===== config.mk =====
export PLATFORM = sky130hd
export DESIGN_NAME = dsd_decoder_flat
export DESIGN_NICKNAME = d
export VERILOG_FILES = /design/src/hw/dsd_pkg.sv /design/src/hw/dsd_if.sv /design/src/hw/dsd_page_mem.sv /design/src/hw/dsd_decoder.sv /design/src/flat_wrapper.sv
export SDC_FILE = /design/constraint.sdc
export NUM_CORES = 2
export LEC_CHECK = 0
export BUFFER_PORTS_ARGS = -buffer_cell sky130_fd_sc_hd__buf_2
export CAP_MARGIN = 20
export CORE_UTILIZATION = 28
export CTS_CLUSTER_SIZE = 24
export DETAILED_ROUTE_END_ITERATION = 8
export PLACE_DENSITY_LB_ADDON = 0.08
export SYNTH_ARGS = -nofsm -noshare
export SYNTH_HDL_FRONTEND = slang
export SYNTH_SLANG_ARGS = --single-unit

===== constraint.sdc =====
create_clock -name i_clk -period 2.2 [get_ports i_clk]
set_input_delay 0.11 -clock i_clk [delete_from_list [all_inputs] [get_ports i_clk]]
set_output_delay 0.11 -clock i_clk [all_outputs]
set_load 0.005 [all_outputs]

===== src/hw/dsd_pkg.sv =====
// Shared constants and types for the data-space window and bank decoder
package dsd_pkg;
  localparam int unsigned DATA_AW = 8;
  localparam int unsigned PROG_AW = 12;
  localparam int unsigned WIN_LOW_BITS = 6;
  localparam int unsigned BASE_BITS = 6;
  localparam logic [7:0] ADDR_WIN_LO = 8'h40;
  localparam logic [7:0] ADDR_WIN_HI = 8'h7F;
  localparam logic [7:0] ADDR_BANK_LO = 8'h00;
  localparam logic [7:0] ADDR_BANK_HI = 8'h3F;
  localparam logic [7:0] ADDR_RAM_LO = 8'h84;
  localparam logic [7:0] ADDR_RAM_HI = 8'hBF;
  localparam logic [7:0] ADDR_ROM_WINDOW_BASE = 8'hC9;
  localparam logic [7:0] ADDR_DATA_BANK_SELECT = 8'hE8;
  localparam int unsigned RAM_WORDS = 60;
  localparam int unsigned PAGE_WORDS = 64;
  localparam int unsigned SEL_RAM_PAGE2 = 4;
  localparam int unsigned SEL_EEPROM_PAGE1 = 1;
  localparam int unsigned SEL_EEPROM_PAGE0 = 0;
  localparam logic [7:0] READ_FILL = 8'hFF;
  // Software command port of the core-side end
  localparam logic [1:0] CMD_ADDR = 2'h0;
  localparam logic [1:0] CMD_WDATA = 2'h1;
  localparam logic [1:0] CMD_GO_READ = 2'h2;
  localparam logic [1:0] CMD_GO_WRITE = 2'h3;
  typedef enum logic [1:0] {
    DSD_TGT_NONE,
    DSD_TGT_RAM2,
    DSD_TGT_EE1,
    DSD_TGT_EE0
  } dsd_target_type;
endpackage


===== src/hw/dsd_if.sv =====
// Data-space bus between the processor core side and the decoder
`timescale 1ns/1ps
`default_nettype none
interface dsd_if;
  logic [7:0] addr;
  logic [7:0] wdata;
  logic wr;
  logic rd;
  logic [7:0] rdata;
  modport core (output addr, output wdata, output wr, output rd, input rdata);
  modport dev (input addr, input wdata, input wr, input rd, output rdata);
endinterface
`default_nettype wire


===== src/hw/dsd_page_mem.sv =====
// One 64-byte data page with synchronous read
`timescale 1ns/1ps
`default_nettype none
module dsd_page_mem #(
  parameter int unsigned WORDS = 64,
  parameter int unsigned AW = 6
) (
  input wire logic i_clk,
  input wire logic i_we,
  input wire logic [AW-1:0] i_addr,
  input wire logic [7:0] i_wdata,
  output logic [7:0] o_rdata
);
  logic [7:0] mem [WORDS];
  // Storage holds no reset, like real RAM
  always_ff @(posedge i_clk) begin
    if (i_we) begin
      mem[i_addr] <= i_wdata;
    end
    o_rdata <= mem[i_addr];
  end
endmodule
`default_nettype wire


===== src/hw/dsd_decoder.sv =====
// Device end: data-space decode, read-only window and page banking
// How it works
// RULE1: Reads 40h-7Fh return program memory bytes
// RULE2: Program address is base then six offset bits
// RULE3: Window reaches program bytes 000h to FFFh
// RULE4: Window base at C9h, write only
// RULE5: Window base not cleared by reset
// RULE6: Only base bits 5..0 kept
// RULE7: Bank select at E8h, write only
// RULE8: Bit 4 maps RAM page 2
// RULE9: Bits 1 and 0 map EEPROM pages
// RULE10: Pages appear at 00h-3Fh
// RULE11: Bank select not cleared at initialisation
// RULE12: Calls and interrupts keep bank select
// RULE13: Software sets one page bit only
// RULE14: Software keeps RAM image of registers
// RULE15: No page change during EEPROM parallel write
// RULE16: Sixty bytes of fixed RAM present
// RULE17: Unmapped or write-only reads give fill value
`timescale 1ns/1ps
`default_nettype none
module dsd_decoder
  import dsd_pkg::*;
#(
  parameter bit HAS_EE_PAGE1 = 1'b1,
  parameter bit HAS_EE_PAGE0 = 1'b1
) (
  input wire logic i_clk,
  input wire logic i_resetn,
  dsd_if.dev bus,
  output logic [dsd_pkg::PROG_AW-1:0] o_prog_addr,
  input wire logic [7:0] i_prog_data,
  output logic o_ee_parallel_hazard,
  output logic [7:0] o_bank_select_state
);
  import dsd_pkg::*;

  logic [BASE_BITS-1:0] base_reg, base_next;
  logic [7:0] bank_reg, bank_next;
  logic [2:0] src_reg, src_next;
  logic [WIN_LOW_BITS-1:0] off;
  logic in_win, in_bank, in_ram;
  logic [7:0] ram_q, ram2_q, ee0_q, ee1_q;
  logic [7:0] rdata;
  logic [7:0] ram_idx;

  assign off = bus.addr[WIN_LOW_BITS-1:0];
  assign in_win = (bus.addr >= ADDR_WIN_LO) && (bus.addr <= ADDR_WIN_HI); // see RULE1
  assign in_bank = (bus.addr <= ADDR_BANK_HI); // see RULE10
  assign in_ram = (bus.addr >= ADDR_RAM_LO) && (bus.addr <= ADDR_RAM_HI); // see RULE16
  assign ram_idx = bus.addr - ADDR_RAM_LO;

  // Registers load only on their own write; nothing else touches them
  always_comb begin
    base_next = base_reg;
    bank_next = bank_reg;
    if (bus.wr && bus.addr == ADDR_ROM_WINDOW_BASE) begin
      base_next = bus.wdata[BASE_BITS-1:0]; // see RULE4, RULE6
    end
    if (bus.wr && bus.addr == ADDR_DATA_BANK_SELECT) begin
      bank_next = bus.wdata; // see RULE7, RULE12
    end
  end

  // No reset branch: contents are undefined until software writes them
  always_ff @(posedge i_clk) begin
    base_reg <= base_next; // see RULE5
    bank_reg <= bank_next; // see RULE11
  end

  // Window address is combinational so program memory answers next cycle
  assign o_prog_addr = {base_reg, off}; // see RULE2, RULE3

  // Source of the read data for the following cycle
  always_comb begin
    src_next = 3'h0;
    if (bus.rd) begin
      if (in_win) begin
        src_next = 3'h1;
      end else if (in_ram) begin
        src_next = 3'h2;
      end else if (in_bank) begin
        // With several bits set the first match wins; software must not
        if (bank_reg[SEL_RAM_PAGE2]) begin
          src_next = 3'h3; // see RULE8
        end else if (HAS_EE_PAGE1 && bank_reg[SEL_EEPROM_PAGE1]) begin
          src_next = 3'h4; // see RULE9
        end else if (HAS_EE_PAGE0 && bank_reg[SEL_EEPROM_PAGE0]) begin
          src_next = 3'h5; // see RULE9
        end
      end
    end
  end

  always_ff @(posedge i_clk or negedge i_resetn) begin
    if (!i_resetn) begin
      src_reg <= 3'h0;
    end else begin
      src_reg <= src_next;
    end
  end

  dsd_page_mem #(.WORDS(RAM_WORDS), .AW(6)) u_fixed_ram (
    .i_clk(i_clk),
    .i_we(bus.wr && in_ram),
    .i_addr(ram_idx[5:0]),
    .i_wdata(bus.wdata),
    .o_rdata(ram_q)
  );

  // Writes to the banked region go to every selected page
  dsd_page_mem #(.WORDS(PAGE_WORDS), .AW(6)) u_ram_page2 (
    .i_clk(i_clk),
    .i_we(bus.wr && in_bank && bank_reg[SEL_RAM_PAGE2]), // see RULE8, RULE10
    .i_addr(off),
    .i_wdata(bus.wdata),
    .o_rdata(ram2_q)
  );

  dsd_page_mem #(.WORDS(PAGE_WORDS), .AW(6)) u_ee_page1 (
    .i_clk(i_clk),
    .i_we(bus.wr && in_bank && HAS_EE_PAGE1 && bank_reg[SEL_EEPROM_PAGE1]), // see RULE9
    .i_addr(off),
    .i_wdata(bus.wdata),
    .o_rdata(ee1_q)
  );

  dsd_page_mem #(.WORDS(PAGE_WORDS), .AW(6)) u_ee_page0 (
    .i_clk(i_clk),
    .i_we(bus.wr && in_bank && HAS_EE_PAGE0 && bank_reg[SEL_EEPROM_PAGE0]), // see RULE9
    .i_addr(off),
    .i_wdata(bus.wdata),
    .o_rdata(ee0_q)
  );

  // Write-only registers and unmapped reads return the fill, no side effect
  always_comb begin
    case (src_reg)
      3'h1: rdata = i_prog_data; // see RULE1
      3'h2: rdata = ram_q;
      3'h3: rdata = ram2_q;
      3'h4: rdata = ee1_q;
      3'h5: rdata = ee0_q;
      default: rdata = READ_FILL; // see RULE17
    endcase
  end
  assign bus.rdata = rdata;

  // Flags more than one page bit set, which software must avoid
  assign o_ee_parallel_hazard = ($countones(bank_reg & 8'h13) > 1); // see RULE13
  assign o_bank_select_state = bank_reg;
endmodule
`default_nettype wire


===== src/flat_wrapper.sv =====
// flat-port wrapper written by rule: the top's interface ports become plain ports
module dsd_decoder_flat import dsd_pkg::*;
#(
  parameter bit HAS_EE_PAGE1 = 1'b1,
  parameter bit HAS_EE_PAGE0 = 1'b1
)
  (i_clk, i_resetn, o_prog_addr, i_prog_data, o_ee_parallel_hazard, o_bank_select_state, bus_addr, bus_wdata, bus_wr, bus_rd, bus_rdata);
  dsd_if bus_i ();
  input wire logic i_clk;
  input wire logic i_resetn;
  output logic [dsd_pkg::PROG_AW-1:0] o_prog_addr;
  input wire logic [7:0] i_prog_data;
  output logic o_ee_parallel_hazard;
  output logic [7:0] o_bank_select_state;
  input wire logic [$bits(bus_i.addr)-1:0] bus_addr;
  input wire logic [$bits(bus_i.wdata)-1:0] bus_wdata;
  input wire logic [$bits(bus_i.wr)-1:0] bus_wr;
  input wire logic [$bits(bus_i.rd)-1:0] bus_rd;
  output wire logic [$bits(bus_i.rdata)-1:0] bus_rdata;
  assign bus_i.addr = bus_addr;
  assign bus_i.wdata = bus_wdata;
  assign bus_i.wr = bus_wr;
  assign bus_i.rd = bus_rd;
  assign bus_rdata = bus_i.rdata;
  dsd_decoder #(.HAS_EE_PAGE1(HAS_EE_PAGE1), .HAS_EE_PAGE0(HAS_EE_PAGE0)) u_core (.i_clk(i_clk), .i_resetn(i_resetn), .bus(bus_i), .o_prog_addr(o_prog_addr), .i_prog_data(i_prog_data), .o_ee_parallel_hazard(o_ee_parallel_hazard), .o_bank_select_state(o_bank_select_state));
endmodule

---- Word level (Yosys, flattened, before mapping) ----
Memory sizes are Yosys's and may differ from the RTL's. A register that Yosys moved wholly into a read port is not among the register bits.
Cells that the tools add are included.
storage, ports and cells
  memories ................................ 4
  flip-flop bits (word level) ............. 17
  logic and storage cells ................. 48
  input bits .............................. 28
  output and inout port bits .............. 29
  RAM bits ................................ 2,016
memories
  name                    depth  width  rd ports  clocked after memory_dff  wr ports  RTL line            source
  u_core.u_ee_page0.mem   64     8      1         1                         1         dsd_page_mem.sv:14  logic [7:0] mem [WORDS];
  u_core.u_ee_page1.mem   64     8      1         1                         1         dsd_page_mem.sv:14
  u_core.u_ram_page2.mem  64     8      1         1                         1         dsd_page_mem.sv:14
  u_core.u_fixed_ram.mem  60     8      1         1                         1         dsd_page_mem.sv:14
cells by class
  mux-type cells .......................... 16
  eq/ne operators ......................... 7
  reduce and logical (&&, ||, !) cells .... 9
  add/sub/neg operators ................... 3
  $lt $le $gt $ge ......................... 6
operator list
  cell                                                                number
  case mux 8 bit (5 select lines)                                     1
  adder 32 x 1 -> 32 bit                                              1
  > comparator 32 x 2 -> 1 bit (second input constant)                1
  2-to-1 mux 3 bit                                                    7
  equality test 8 bit (second input constant)                         2
  logical AND 1 bit                                                   9
  greater-or-equal comparator 8 x 7 -> 1 bit (second input constant)  1
  greater-or-equal comparator 8 bit (second input constant)           1
  <= comparator 8 x 6 -> 1 bit (second input constant)                1
  <= comparator 8 x 7 -> 1 bit (second input constant)                1
  <= comparator 8 bit (second input constant)                         1
  2-to-1 mux 1 bit                                                    8
  equality test 3 x 2 -> 1 bit (second input constant)                2
  equality test 3 bit (second input constant)                         2
  subtractor 6 x 3 -> 6 bit (second input constant)                   1
  equality test 3 x 1 -> 1 bit (second input constant)                1
  adder 1 x 1 -> 2 bit                                                1

---- Longest topological paths before layout ----
  depth after elaboration ................. 7
  depth in mapped cells ................... 13

---- By module ----
Synthesis repeated with hierarchy kept, for this count alone.
unflattened totals
  cell total of the unflattened synthesis .. 4,652
  area total of the unflattened synthesis .. 81,145.3 sq um
by module, submodules not included
  module                                instances  area an instance (sq um)  cells each
  dsd_page_mem (u_core.u_ee_page0 ...)  3          20,449.6                  1,171
  dsd_page_mem (u_core.u_fixed_ram)     1          18,679.2                  1,029
  dsd_decoder                           1          1,117.3                   110

---- Least setup slack after synthesis ----
Ideal clock, no wire load.
  path kind ............................... input to register
  from .................................... input port bus_addr[2]
  to ...................................... memory u_core.u_fixed_ram.mem[0][0], enable pin
  path buffers ............................ 5
  required time ........................... 1,830 ps
  setup slack ............................. -753 ps
  setup time .............................. 370 ps
  stages on the path ...................... 11
  data arrival time ....................... 2,583 ps
  cell sequence ........................... buf_2 inv_2 clkbuf_1 clkbuf_1 ha_1 clkbuf_1 and3b_1 a41oi_2 or2b_2 buf_6 nor2_1
between the ends
  cells in the longest elaborated chain, start to end .. 5
ends and longest elaborated chain
  what                                                                             RTL line            source
  from (decl)                                                                      flat_wrapper.sv:15  input wire logic [$bits(bus_i.addr)-1:0] bus_addr;
  greater-or-equal comparator 8 bit / <= comparator 8 bit (equally long branches)  dsd_decoder.sv:50   assign in_ram = (bus.addr >= ADDR_RAM_LO) && (bus.addr <= ADDR_RAM_HI);
  logical AND 1 bit                                                                dsd_decoder.sv:50
  logical AND 1 bit                                                                dsd_decoder.sv:105  .i_we(bus.wr && in_ram),
  2-to-1 mux 1 bit                                                                 dsd_page_mem.sv:17  if (i_we) begin
  2-to-1 mux 1 bit (not written as such)                                           dsd_page_mem.sv:18  mem[i_addr] <= i_wdata;
  to (decl)                                                                        dsd_page_mem.sv:14
Parallel ways exist; a longest one is shown, timed or not.

---- Worst setup path after layout ----
  from .................................... register u_core.src_reg[0]
  to ...................................... output port bus_rdata[3]
between the ends
  cells in the longest elaborated chain, start to end .. 2
ends and longest elaborated chain
  what                                               RTL line            source
  from (decl)                                        dsd_decoder.sv:40   logic [2:0] src_reg, src_next;
  from (signal assigned)                             dsd_decoder.sv:99   src_reg <= src_next;
  equality test 3 bit, or another cell as far along  dsd_decoder.sv:138  case (src_reg)
  case mux 8 bit (5 select lines) *                  dsd_decoder.sv:138
  to (decl)                                          flat_wrapper.sv:19  output wire logic [$bits(bus_i.rdata)-1:0] bus_rdata;
Mark *: on every way between the ends. The rest lies on a longest branch, timed or not.

==> metrics.md <==
| Metric | Value |
|---|---|
| Ys async rst share | 0.145% |
| P_leak | between 30 and 40 nW |
| DP HPWL | about 170 mm |
| Clock-pin slew on the worst setup and hold paths | around 60 ps |
| GRT overflow | 0 |
| CP cell instances | buf_6 > nor2_2 > a222oi_1 > buf_4 > o21ai_4 > buf_2 |
| Headroom to the max-slew limit | 33.4% |
| Final RePlAce weighted congestion | just under 0.8 |
| Clk_lat worst skew | about 910 ps |
| Largest cells by area after synthesis | edfxtp_1 (76%), mux4_2 (8.4%), mux2i_1 (3.7%) |
| Fin area | around 100,000 um^2 |
| CTS root buf | clkbuf_16 |
| Total power | approximately 90 mW |
| CTS Sinks | just over 2,000 |
| Synth Register Bits | roughly 2,100 |
| Max Transition Viols Final | 0 |
| Worst Path Required | 2090 ps |
| Synth cell types | 51 |
| Peak supply drop | around 0.66 mV |
| Die ar. | 290,000 um^2 |
| Critical path startpoint category | flop |
| Worst reg2reg setup slack | 110 ps |
| Status | finished with violations |
| Critical path's slowest cell | a222oi_1 |
| Nets@finish | 5,272 |
| WP depth | 6 |
| Fin cells | about 9,200 |
| Initial antenna violation count | 8 |
| R2R depth | 6 |
| DR WL/cell | approximately 27 um |
| Highest clock rate | between 300 and 400 MHz |
| Count leader, synth | edfxtp_1 |
| Post-layout util | about 36% |
| Clk buf depth | 4 |
| Total number of vias | between 40,000 and 50,000 |
| Synth cell count leaders | edfxtp_1 (2,030), nand2_1 (319), mux4_2 (300) |
| Post-synth EDFFs | approximately 2,000 |
| Initial Util | approximately 28% |
| Pwr dens | 866 nW/um^2 |
| Largest regs | u_core.u_ee_page0.mem: 512 flops, u_core.u_ee_page1.mem: 512 flops, u_core.u_ram_page2.mem: 512 flops |
| Setup violators final | 8 |
| Violated checks | setup timing |
| WL final | roughly 250 mm |
| Post-Syn Area | about 80,000 um^2 |
| Post-Syn Instances | ~4,300 |
| Register area share after synthesis | around three quarters |
| Hold WC Path Type | input pin to flop |
| Worst Path Arrival | slightly below 3000 ps |
| Share of cells above drive strength 1 | approximately 34% |
| Final ANT Viol Nets | 0 |
| # fillers | ~27,000 |
| Cell depth of the worst hold path | 5 |
| Die width | about 540 um |
| Post-Place Cells | between 8,000 and 9,000 |
| Worst-Margin Slew | ~1000 ps |
| First-pass GRT wire length | 354 mm |
| Setup TNS | -5120 ps |
| CTS H-tree lvls | 4 |
| Io pins | 57 |
| Yosys top cell area share | about 76% |
| Fin crit share | 140% |
| Area delta synth->final | 26.8% |
| Detailed Route Iter0 Violations | 2,977 |
| Vias in the first global route | roughly 46,000 |
| Final worst slack | -888 ps |
| CP max FO | 5 |
| DP Area | 93,800 um^2 |
| Syn. warnings | 0 |
| Setup CP Type | flop to output port |
| CP max stage delay | ~860 ps |
| Max Cap Viol | 0 |
| Clock buffer count from CTS | 238 |
| Avg Cell Area, Syn | about 19 um^2 |
| Tot GR Track Use | between 10% and 20% |
| Row Count | between 150 and 200 |
| Port-buffer cells | 56 |
| CTS tree | built |
| Skew final | roughly 54 ps |
| CP top delay family | compound AO/OA/AOI/OAI gates |
| Area leader, netlist | edfxtp_1 |
| Crit path capture type | output port |
| Most frequently used flop master after synthesis | edfxtp_1 |
| Via density | about 4.7 |
| Largest net degree at the start of global routing | 92 |
| Synth Net Count | 4,317 |
| Residual DRC count | 0 |
| Unrepaired setup endpoints after global routing | true |
| Tmin final | a little over 3000 ps |
| Buf/Inv on CP | 3 |
| Core ar. | 286,000 um^2 |
| First-pass iteration count of the detailed router | 5 |
| Hold Violations, Final | 0 |
| Die span in y | around 540 um |
## through the flow
step	hold WS, ps	setup WS [ps]
floorplan	-186	-214
global placement	-71.1	-580
detailed placement	-70.7	-570
CTS	35.4	-906
global route	74.3	-880
finish	98.1	-888
## layout by cell type, fill, tap and decap left out, types with 6 or more instances in the layout
cell / netlist / final
a211oi_1: 81 / 79
a21oi_1: 173 / 169
a221oi_1: 122 / 120
a22oi_1: 12 / 10
buf_12: 0 / 178
buf_2: 77 / 40
buf_4: 49 / 708
buf_6: 6 / 20
buf_8: 0 / 11
bufinv_16: 0 / 28
clkbuf_1: 106 / 33
clkbuf_16: 0 / 239
clkinv_1: 0 / 66
clkinv_2: 0 / 46
clkinv_8: 0 / 6
clkinvlp_4: 0 / 11
dfxtp_1: 32 / 32
dlygate4sd3_1: 0 / 18
edfxtp_1: 2030 / 2030
mux2_2: 109 / 109
mux2i_1: 298 / 296
mux4_2: 300 / 300
nand2_1: 319 / 307
nand2_2: 0 / 7
nand2b_1: 11 / 9
nand3_1: 11 / 11
nor2_1: 268 / 180
nor2_2: 0 / 45
nor2_4: 0 / 43
nor2b_1: 59 / 56
nor3_1: 8 / 8
nor4_1: 27 / 26
o21ai_0: 21 / 16
o221ai_1: 6 / 6
o22ai_1: 69 / 69
or4_1: 7 / 7
## metal layers
layer	share of wire (%)	vias to the layer above	GRT usage, %
met5	0	-	0
met4	2.2	0	3.91
met3	3.3	303	2.09
met2	48	706	28.3
met1	46	23000	23.7
li1	-	19300	-
## report_power, final
group / internal, mW / switching, mW
registers: 43.3 / 0.196
logic: 2.14 / 3.26
clock network: 23.2 / 16.4
## worst min-delay path, cell delays in order
cell,delay (ps)
buf_8,140
buf_4,230
mux2i_1,180
o22ai_1,140
or4_1,120
## final timing paths
check	start	endpoint
worst max-delay path	u_core.src_reg[0]	bus_rdata[3]
worst min-delay path	bus_addr[1]	u_core.u_fixed_ram.o_rdata[3]
worst max register to register	u_core.u_ee_page0.mem[15][6]	u_core.u_ee_page0.o_rdata[6]
worst min register to register	u_core.o_bank_select_state[4]	u_core.src_reg[1]
max in group asynchronous	i_resetn	u_core.src_reg[0]
min in group asynchronous	i_resetn	u_core.src_reg[2]
## kinds of logic after synthesis
| logic type | count (synthesis) | share of synthesized area [%] |
|---|---|---|
| mux | 707 | 13.6 |
| simple gates | 732 | 3.86 |
| flops | 2065 | 76.5 |
| compound gates | 502 | 4.23 |
| buf+inv | 271 | 1.67 |
| fa+ha+maj | 6 | 0.0932 |
## cell type report
| type | count | area [um^2] | share of cell area, % |
|---|---|---|---|
| timing repair buffer | 976 | 9660 | 9.46 |
| sequential | 2065 | 61700 | 60.4 |
| tap | 3762 | 4710 | 4.61 |
| multi-input combinational | 1947 | 18300 | 17.9 |
| inverter | 10 | 52.6 | 0.0514 |
| clock inverter | 167 | 1630 | 1.60 |
| clock buffer | 275 | 6150 | 6.02 |
| antenna | 3 | 7.51 | 0.00735 |
## timing repair
action,CTS,global route
pin swaps,12,9
setup buffers,12,2
hold endpoints to repair,1894,0
resized for setup,53,21
endpoints found under the setup margin,34,43
cloned,0,0
hold buffers,18,0
Power figures use the tool's default switching activity.
